[src/pew_pkg.sv]
// shared constants and carrier types for the page-write memory host controller
package pew_pkg;

	localparam int ADDR_W          = 13;
	localparam int DATA_W          = 8;
	localparam int PAGE_LSB        = 6;
	localparam int PAGE_BYTES      = 64;
	localparam int CLK_PERIOD_PS   = 8000;
	// byte-load window, in ns
	localparam int LOAD_WINDOW_NS  = 100000;
	// the whole window in cycles; the host closes the page after this long without a falling write strobe
	localparam int LOAD_WINDOW_CYC = (LOAD_WINDOW_NS * 1000) / CLK_PERIOD_PS;
	// nominal programming time, in us
	localparam int PROG_TIME_US    = 2000;
	localparam int PROG_TIME_CYC   = (PROG_TIME_US * 1000) / (CLK_PERIOD_PS / 1000);
	// strobe phase lengths in cycles, covering the part's access time
	localparam int SETUP_CYC       = 2;
	localparam int PULSE_CYC       = 13;
	localparam int HOLD_CYC        = 2;
	localparam logic [1:0] OP_READ   = 2'h0;
	localparam logic [1:0] OP_WRITE  = 2'h1;
	localparam logic [1:0] OP_POLL   = 2'h2;
	localparam logic [1:0] OP_TOGGLE = 2'h3;
	localparam int DQ7             = 7;
	localparam int DQ6             = 6;

	typedef struct packed {
		logic [1:0]        op;
		logic [ADDR_W-1:0] addr;
		logic [DATA_W-1:0] data;
		logic              last;
	} pew_req_t;

	typedef struct packed {
		logic [DATA_W-1:0] data;
		logic              timeout;
	} pew_rsp_t;

	typedef struct packed {
		logic [ADDR_W-1:0] byte_address;
		logic              sel_n;
		logic              oe_n;
		logic              we_n;
		logic [DATA_W-1:0] dq_out;
		logic              dq_oe;
	} pew_pins_t;

endpackage : pew_pkg

[src/pew_host.sv]
// host controller that drives the byte-wide nonvolatile memory through its pins
//
// Summary of operation
// RULE1 - a thirteen-bit byte address selects one of 8K byte locations.
// RULE2 - chip select is held low for every access, high otherwise for standby.
// RULE3 - a read runs while output strobe and select are both low.
// RULE4 - the memory floats its bus when either output strobe or select is high.
// RULE5 - writes happen only with select and write strobe low, output strobe high.
// RULE6 - address is taken by the later falling edge of select or write strobe.
// RULE7 - data is taken by the first rising edge of select or write strobe.
// RULE8 - one byte write then programs itself, nominally within two milliseconds.
// RULE9 - two to sixty-four loaded bytes program together in one cycle.
// RULE10 - the host keeps address bits six to twelve fixed within a page.
// RULE11 - after the first byte, one to sixty-three more may be loaded.
// RULE12 - each further byte load starts within 100 us of the last falling strobe.
// RULE13 - no falling strobe for 100 us closes the page and starts programming.
// RULE14 - while programming, the last address reads back inverted bit seven.
// RULE15 - after programming, bit seven reads true, marking completion.
// RULE16 - while programming, bit six inverts on every successive read.
// RULE17 - when programming ends bit six stops toggling and access resumes.
// RULE18 - any write is inhibited by output strobe low, write strobe or select high.
// RULE19 - writes during programming are ignored; reads give only status.
// RULE20 - load window and programming time are parameters for shorter simulation.
`timescale 1ns/1ps
`default_nettype none

module pew_host
	import pew_pkg::*;
#(
	// RULE20 shortenable timing
	parameter int LOAD_WINDOW = LOAD_WINDOW_CYC,
	parameter int PROG_TIME   = PROG_TIME_CYC,
	parameter int POLL_LIMIT  = 2 * PROG_TIME_CYC
)
(
	input  wire logic              sys_clk,
	input  wire logic              nrst,
	input  wire logic              req_valid,
	output logic                   req_ready,
	input  wire pew_req_t          req,
	output logic                   rsp_valid,
	output pew_rsp_t               rsp,
	output logic                   busy,
	output pew_pins_t              pins,
	input  wire logic [DATA_W-1:0] dq_in
);

	typedef enum {ST_IDLE, ST_SETUP, ST_PULSE, ST_HOLD, ST_GAP, ST_WAIT} pew_state_t;

	pew_state_t        state;
	pew_req_t          cur;
	logic [15:0]       phase_cnt;
	logic [31:0]       gap_cnt;
	logic [31:0]       poll_cnt;
	logic [DATA_W-1:0] samp1;
	logic [DATA_W-1:0] samp2;
	logic [DATA_W-1:0] samp3;
	logic [DATA_W-1:0] prev_read;
	logic              have_prev;
	logic [6:0]        page_cnt;
	logic              load_open;
	logic [ADDR_W-PAGE_LSB-1:0] page_addr;
	logic [31:0]       prog_cnt;
	logic              poll_ok;

	function automatic logic is_write(input logic [1:0] op);
		is_write = (op == OP_WRITE);
	endfunction : is_write

	// -----------------------------------------------------------------
	// pin input synchroniser
	// -----------------------------------------------------------------
	always_ff @(posedge sys_clk)
	begin
		if (!nrst)
		begin
			samp1 <= 8'h00;
			samp2 <= 8'h00;
			samp3 <= 8'h00;
		end
		else
		begin
			samp1 <= dq_in;
			samp2 <= samp1;
			samp3 <= samp2;
		end
	end

	// -----------------------------------------------------------------
	// access sequencer
	// -----------------------------------------------------------------
	// RULE19 no requests while programming
	assign req_ready = (state == ST_IDLE) && (prog_cnt == 32'h00000000);

	always_ff @(posedge sys_clk)
	begin
		if (!nrst)
		begin
			state     <= ST_IDLE;
			cur       <= '0;
			phase_cnt <= 16'h0000;
		end
		else
		begin
			case (state)
				ST_IDLE:
				begin
					phase_cnt <= 16'h0000;
					if (req_valid && req_ready)
					begin
						cur   <= req;
						state <= ST_SETUP;
					end
				end
				ST_SETUP:
				begin
					phase_cnt <= phase_cnt + 16'h0001;
					if (phase_cnt == 16'(SETUP_CYC - 1))
					begin
						phase_cnt <= 16'h0000;
						state     <= ST_PULSE;
					end
				end
				ST_PULSE:
				begin
					phase_cnt <= phase_cnt + 16'h0001;
					if (phase_cnt == 16'(PULSE_CYC - 1))
					begin
						phase_cnt <= 16'h0000;
						state     <= ST_HOLD;
					end
				end
				ST_HOLD:
				begin
					phase_cnt <= phase_cnt + 16'h0001;
					if (phase_cnt == 16'(HOLD_CYC - 1))
					begin
						phase_cnt <= 16'h0000;
						// a poll that is not yet stable goes round again until poll_cnt reaches POLL_LIMIT
						if ((cur.op == OP_POLL || cur.op == OP_TOGGLE) && !poll_ok)
							state <= (poll_cnt >= 32'(POLL_LIMIT)) ? ST_IDLE : ST_SETUP;
						else if (is_write(cur.op) && cur.last)
							state <= ST_GAP;
						else
							state <= ST_IDLE;
					end
				end
				// RULE13 closing window
				ST_GAP:
				begin
					if (gap_cnt >= 32'(LOAD_WINDOW))
						state <= ST_WAIT;
				end
				// RULE19 no writes while programming
				ST_WAIT:
				begin
					if (prog_cnt == 32'h00000000 && !load_open)
						state <= ST_IDLE;
				end
				default:
				begin
					state <= ST_IDLE;
				end
			endcase
		end
	end

	// a process, not a function, so the result follows every sample it reads
	always_comb
	begin
		// RULE14 bit seven matches
		if (cur.op == OP_POLL)
			poll_ok = (samp3[DQ7] == cur.data[DQ7]) && (samp2[DQ7] == samp3[DQ7]);
		// RULE17 bit six repeats
		else
			poll_ok = have_prev && (samp3[DQ6] == prev_read[DQ6]);
	end

	// -----------------------------------------------------------------
	// page load window and programming time
	// -----------------------------------------------------------------
	logic strobe_fall;
	assign strobe_fall = (state == ST_SETUP) && (phase_cnt == 16'(SETUP_CYC - 1)) && is_write(cur.op);

	// RULE12 next load inside window
	always_ff @(posedge sys_clk)
	begin
		if (!nrst)
		begin
			gap_cnt   <= 32'h00000000;
			load_open <= 1'b0;
			page_cnt  <= 7'h00;
			page_addr <= '0;
		end
		else if (strobe_fall)
		begin
			gap_cnt   <= 32'h00000000;
			load_open <= 1'b1;
			// RULE9 RULE11 page count
			page_cnt  <= load_open ? page_cnt + 7'h01 : 7'h01;
			if (!load_open)
				page_addr <= cur.addr[ADDR_W-1:PAGE_LSB];
		end
		else if (load_open)
		begin
			gap_cnt <= gap_cnt + 32'h00000001;
			if (gap_cnt >= 32'(LOAD_WINDOW))
				load_open <= 1'b0;
		end
	end

	// RULE8 programming timer
	always_ff @(posedge sys_clk)
	begin
		if (!nrst)
			prog_cnt <= 32'h00000000;
		else if (load_open && gap_cnt >= 32'(LOAD_WINDOW))
			prog_cnt <= 32'(PROG_TIME);
		else if (prog_cnt != 32'h00000000)
			prog_cnt <= prog_cnt - 32'h00000001;
	end
	assign busy = load_open || (prog_cnt != 32'h00000000) || (state == ST_GAP) || (state == ST_WAIT);

	// -----------------------------------------------------------------
	// read capture and answers
	// -----------------------------------------------------------------
	logic read_end;
	// kept at the decision edge so the toggle compare still sees the previous read
	assign read_end = (state == ST_HOLD) && (phase_cnt == 16'(HOLD_CYC - 1)) && !is_write(cur.op);

	always_ff @(posedge sys_clk)
	begin
		if (!nrst)
		begin
			poll_cnt  <= 32'h00000000;
			prev_read <= 8'h00;
			have_prev <= 1'b0;
		end
		else if (state == ST_IDLE)
		begin
			poll_cnt  <= 32'h00000000;
			have_prev <= 1'b0;
		end
		// RULE16 toggle compare
		else if (read_end)
		begin
			poll_cnt  <= poll_cnt + 32'h00000001;
			prev_read <= samp3;
			have_prev <= 1'b1;
		end
	end

	logic done_now;
	assign done_now = (state == ST_HOLD) && (phase_cnt == 16'(HOLD_CYC - 1))
		&& !(cur.op != OP_READ && cur.op != OP_WRITE && !poll_ok && poll_cnt < 32'(POLL_LIMIT));

	// RULE15 completion on true bit seven
	always_ff @(posedge sys_clk)
	begin
		if (!nrst)
		begin
			rsp_valid <= 1'b0;
			rsp       <= '0;
		end
		else
		begin
			rsp_valid <= done_now;
			if (done_now)
			begin
				rsp.data    <= samp3;
				rsp.timeout <= (cur.op == OP_POLL || cur.op == OP_TOGGLE) && !poll_ok;
			end
		end
	end

	// -----------------------------------------------------------------
	// pin drive
	// -----------------------------------------------------------------
	logic active;
	assign active = (state == ST_SETUP) || (state == ST_PULSE) || (state == ST_HOLD);

	always_ff @(posedge sys_clk)
	begin
		if (!nrst)
			pins <= '{byte_address: '0, sel_n: 1'b1, oe_n: 1'b1, we_n: 1'b1, dq_out: 8'h00, dq_oe: 1'b0};
		else
		begin
			// RULE1 RULE6 address before strobe
			pins.byte_address <= cur.addr;
			// RULE2 select only during access
			pins.sel_n        <= !active;
			// RULE3 read strobe
			pins.oe_n         <= !(active && !is_write(cur.op) && !(state == ST_HOLD));
			// RULE5 write strobe with output strobe high
			pins.we_n         <= !(state == ST_PULSE && is_write(cur.op));
			// RULE7 data across strobe rise
			pins.dq_out       <= cur.data;
			// RULE4 bus driven by the host only on writes
			pins.dq_oe        <= active && is_write(cur.op);
		end
	end

	// -----------------------------------------------------------------
	// checks
	// -----------------------------------------------------------------
	AST_WRITE_FORM: assert property (@(posedge sys_clk) disable iff (!nrst) // RULE5
		!pins.we_n |-> (!pins.sel_n && pins.oe_n && pins.dq_oe)) else $error("write strobe without select");
	AST_NO_FIGHT: assert property (@(posedge sys_clk) disable iff (!nrst) // RULE18
		!pins.oe_n |-> (pins.we_n && !pins.dq_oe)) else $error("read strobe while driving");
	AST_STANDBY: assert property (@(posedge sys_clk) disable iff (!nrst) // RULE2
		(state == ST_IDLE && $past(state) == ST_IDLE) |-> pins.sel_n) else $error("select while idle");
	AST_DATA_HOLD: assert property (@(posedge sys_clk) disable iff (!nrst) // RULE7
		$rose(pins.we_n) |-> pins.dq_oe && $stable(pins.dq_out)) else $error("data changed at strobe rise");
	AST_ADDR_STABLE: assert property (@(posedge sys_clk) disable iff (!nrst) // RULE6
		(!pins.we_n && !$past(pins.we_n)) |-> $stable(pins.byte_address)) else $error("address moved in strobe");
	AST_PAGE_ADDR: assert property (@(posedge sys_clk) disable iff (!nrst) // RULE10
		(strobe_fall && load_open) |-> cur.addr[ADDR_W-1:PAGE_LSB] == page_addr) else $error("page address changed");
	AST_PAGE_SIZE: assert property (@(posedge sys_clk) disable iff (!nrst) // RULE9
		page_cnt <= 7'(PAGE_BYTES)) else $error("page over sixty-four bytes");
	AST_NO_WRITE_BUSY: assert property (@(posedge sys_clk) disable iff (!nrst) // RULE19
		(prog_cnt != 32'h00000000) |-> pins.we_n) else $error("write during programming");

endmodule : pew_host

`default_nettype wire

[config.mk]
export PLATFORM = sky130hd
export DESIGN_NAME = pew_host
export DESIGN_NICKNAME = d
export VERILOG_FILES = /design/src/pew_pkg.sv /design/src/pew_host.sv
export SDC_FILE = /design/constraint.sdc
export NUM_CORES = 1
export LEC_CHECK = 0
export BUFFER_PORTS_ARGS = -buffer_cell sky130_fd_sc_hd__buf_2
export CORE_MARGIN = 3
export CORE_UTILIZATION = 35
export CTS_CLUSTER_DIAMETER = 30
export DETAILED_ROUTE_END_ITERATION = 10
export PLACE_DENSITY = 0.59
export SETUP_SLACK_MARGIN = 0.05
export SLEW_MARGIN = 0
export SYNTH_ARGS = -nofsm -noshare
export SYNTH_HDL_FRONTEND = slang
export SYNTH_SLANG_ARGS = --single-unit
[constraint.sdc]
create_clock -name sys_clk -period 2.7 [get_ports sys_clk]
set_input_delay 0.27 -clock sys_clk [delete_from_list [all_inputs] [get_ports sys_clk]]
set_output_delay 0.27 -clock sys_clk [all_outputs]
set_load 0.05 [all_outputs]
==> metrics.log <==
[metrics] class of the most critical hold timing path: input port to flop
[metrics] run status: complete, but fails checks
[metrics] DRC viols: 0
[metrics] port bufs: 71
[metrics] post-synth design cell area: 8330 µm²
[metrics] maximum number of buffers from clock root to sink: 3
[metrics] share of cells above drive strength 1: 19.1%
[metrics] Detailed Place HPWL: 12.4 mm
[metrics] transition time at the pin with the least slew margin: 0.622 ns
[metrics] cts bufs inserted: 49
[metrics] # diodes: 0
[metrics] CTS sink count: 201
[metrics] IR Drop Worst-Case VDD: 545 µV
[metrics] clock slew at reported path FFs: 0.04 ns
[metrics] sequential element share of the synthesized area: 48.3%
[metrics] vertical die dimension: 160 µm
[metrics] Relative slew margins: 58.4%
[metrics] largest driver fanout on the critical path: 3
[metrics] initial core utilization: 36.2%
[metrics] share of synthesized registers carrying an async set or reset: 0%
[metrics] Final Hold Violating Endpoints: 0
[metrics] remaining global-route overflow: 0
[metrics] antenna violations before repair: 0
[metrics] Layout area overhead: 33.7%
[metrics] kind of end point of the critical path: output pin
[metrics] Worst Path Required: 2.43 ns
[metrics] core outline area: 23000 µm²
[metrics] Setup Crit Path Kind: flop to output pin
[metrics] static leakage power: 4.25 nW
[metrics] cell types occupying the most area after synthesis: sky130_fd_sc_hd__dfxtp_1, sky130_fd_sc_hd__nor2_1, sky130_fd_sc_hd__xor2_1, sky130_fd_sc_hd__nand2_1, sky130_fd_sc_hd__xnor2_1
[metrics] final-layout setup total negative slack: -0.0434 ns
[metrics] failing checks: negative setup slack
[metrics] portion of synthesized cell area occupied by the leading cell type: 48.3%
[metrics] die outline area: 25700 µm²
[metrics] DIE WIDTH: 160 µm
[metrics] biggest area consumer among synthesized cells: sky130_fd_sc_hd__dfxtp_1
[metrics] RSZ-0062 raised after global routing: yes
[metrics] vias in the first global route: 6633
[metrics] Clk Latency, worst-skew pair: 0.51 ns
[metrics] depth of the CTS H-tree: 2
[metrics] wirelength, routed: 19.6 mm
[metrics] net count of the mapped netlist: 989
[metrics] worst reg2reg endpoint: gap_cnt[12]
[metrics] yosys warns: 0
[metrics] synthesized instance count: 946
[metrics] Worst Path Arrival: 2.47 ns
[metrics] peak clock frequency supported by timing: 365 MHz
[metrics] root buffer cell: sky130_fd_sc_hd__clkbuf_16
[metrics] Setup violations, final: 1
[metrics] Yosys cell types: 58
[metrics] overall via count from detail_route: 6917
[metrics] predominant post-synthesis flop cell: sky130_fd_sc_hd__dfxtp_1
[metrics] P per Cell Area: 1070 nW/µm²
[metrics] nature of the critical path startpoint: flop
[metrics] worst clock skew: 0.0158 ns
[metrics] Detailed Route Iter0 Violations: 336
[metrics] Std-Cell Rows: 55
[metrics] Routed Antenna Nets: 0
[metrics] max-slew violation count: 0
[metrics] first element of the critical path: prog_cnt[0]
[metrics] setup slack, reg-to-reg: 0.33 ns
[metrics] clock tree from TritonCTS: yes
[metrics] number of synthesized flops with an enable pin: 0
[metrics] total number of nets in the final design: 1120
[metrics] time the final worst path needs with I/O delays and setup: 2.74 ns
[metrics] most common cell in the netlist: sky130_fd_sc_hd__dfxtp_1
[metrics] Crit path largest cell delay: 0.51 ns
[metrics] Post-Place Cells: 1317
[metrics] Final Worst Setup Slack: -0.0434 ns
[metrics] first-pass GRT wire length: 33.2 mm
[metrics] CP max-delay cell: sky130_fd_sc_hd__or4b_4
[metrics] number of vias per cell after detailed routing: 4.85
[metrics] number of optimization iterations in the first detailed-route pass: 5
[metrics] mean area per synthesized cell: 8.80 µm²
[metrics] crit path cell chain: inv_1, ha_1, or4b_4, nor4_4, nand3_2, or3_4, buf_6
[metrics] top cell types by occurrence after synthesis: sky130_fd_sc_hd__dfxtp_1, sky130_fd_sc_hd__nor2_1, sky130_fd_sc_hd__nand2_1, sky130_fd_sc_hd__xor2_1, sky130_fd_sc_hd__and2_1
[metrics] total global-route track usage: 15.3%
[metrics] max capacitance violation total: 0
[metrics] worst reg-to-reg path cell count: 9
[metrics] average detailed-routed wire length per instance: 13.8 µm
[metrics] number of top-level pins: 72
[metrics] maximum number of pins on one net before global-route repair: 55
[metrics] register bit total from synthesis: 201
[metrics] number of non-filler instances in the completed layout: 1425
[metrics] final worst-path cycle share: 102%
[metrics] Critical Path Sink: busy
[metrics] RePlAce Congestion: 0.786
[metrics] r2r startpoint: phase_cnt[0]
[per-stage QoR]
| step | utilization (%) | power [mW] | hold WS (ns) | instance area, µm² | setup slack, ns |
|---|---|---|---|---|---|
| 6_report | 48.4 | 11.9 | 0.0148 | 11100 | -0.0434 |
| 5_1_grt | 48.4 | 12.5 | 0.00195 | 11100 | -0.155 |
| 4_1_cts | 48.4 | 12.0 | 0.00281 | 11100 | -0.0740 |
| 3_5_place_dp | 39.8 | 5.80 | 0.418 | 9150 | 0.224 |
| 3_3_place_gp | 39.8 | 5.78 | 0.415 | 9150 | 0.300 |
| 2_1_floorplan | - | 5.19 | 0.397 | 8330 | 0.101 |
[layer usage]
metal | GRT usage (%) | routed length [µm] | part of all wire (%)
met1 | 21.1 | 9560 | 49
met2 | 23.7 | 8740 | 45
met3 | 3.45 | 876 | 4.5
met4 | 4.81 | 412 | 2.1
met5 | 0 | 0 | 0
[layout make-up]
class | instances | area (µm²)
Clock inverter | 27 | 399
Inverter | 19 | 71.3
Tap cell | 313 | 392
Sequential cell | 201 | 4020
Fill cell | 2202 | 11900
Multi-Input combinational cell | 682 | 4090
Clock buffer | 59 | 1330
Timing Repair Buffer | 124 | 825
[logic make-up after synthesis]
kind of cell | share of synthesized area, %
flip-flops | 48.3
AO/OA/AOI/OAI | 6.70
XOR/XNOR | 9.57
adder cells (fa/ha/maj) | 1.20
multiplexers | 1.56
buffers and inverters | 2.97
AND/OR/NAND/NOR | 29.7
[worst min-delay path by stage]
stage,cells after the start,end,startpoint,slack (ns)
after floorplan,1,samp1[0],dq_in[0],0.40
after global placement,1,samp2[0],samp1[0],0.41
after detailed placement,1,samp2[0],samp1[0],0.42
after CTS,3,cur[6],req[6],0.003
after global routing,3,cur[6],req[6],0.002
final,3,cur[6],req[6],0.01
[cells in the final DEF (no fill, tap or decap), types with 13 or more instances in the layout]
| master | synthesis | layout |
|---|---|---|
| sky130_fd_sc_hd__dfxtp_1 | 201 | 201 |
| sky130_fd_sc_hd__xor2_1 | 52 | 52 |
| sky130_fd_sc_hd__nor4_1 | 28 | 27 |
| sky130_fd_sc_hd__dlygate4sd3_1 | 0 | 20 |
| sky130_fd_sc_hd__buf_2 | 9 | 69 |
| sky130_fd_sc_hd__xnor2_1 | 39 | 39 |
| sky130_fd_sc_hd__nand3_1 | 38 | 37 |
| sky130_fd_sc_hd__buf_4 | 0 | 33 |
| sky130_fd_sc_hd__and2_1 | 51 | 51 |
| sky130_fd_sc_hd__nand2_1 | 111 | 111 |
| sky130_fd_sc_hd__nor3_1 | 28 | 27 |
| sky130_fd_sc_hd__a21oi_1 | 43 | 43 |
| sky130_fd_sc_hd__nor2_1 | 130 | 129 |
| sky130_fd_sc_hd__inv_1 | 19 | 18 |
| sky130_fd_sc_hd__clkbuf_16 | 0 | 49 |
| sky130_fd_sc_hd__mux2i_1 | 13 | 13 |
| sky130_fd_sc_hd__and3_1 | 14 | 14 |
| sky130_fd_sc_hd__nand4_1 | 24 | 24 |
[flip-flops by register name, indices dropped and copies added, names as in the netlist, 3 cells and up]
register   count
cur           24
gap_cnt       32
phase_cnt     16
pins          25
poll_cnt      32
prog_cnt      32
rsp            9
samp1          8
samp2          8
samp3          8
state          3
[what timing repair did]
item,CTS,global route
gates resized for setup,6,2
setup endpoints to repair,2,54
pin swaps,1,2
hold endpoints to repair,20,0
hold buffers,20,0
setup buffers,1,1
[power by group]
group	switching (mW)	total [mW]	internal, mW
sequential	0.224	3.47	3.25
combinational	1.40	2.37	0.972
clock	1.74	6.09	4.34
total	3.37	11.9	8.56
[worst max-delay path, delay by kind of cell (launching register included)]
kind	cells	cell delay [ns]
AND/OR/NAND/NOR	4	1.26
flip-flops	1	0.32
buffers and inverters	2	0.23
adder cells (fa/ha/maj)	1	0.16
No activity file was read; power rests on OpenSTA's default activity.
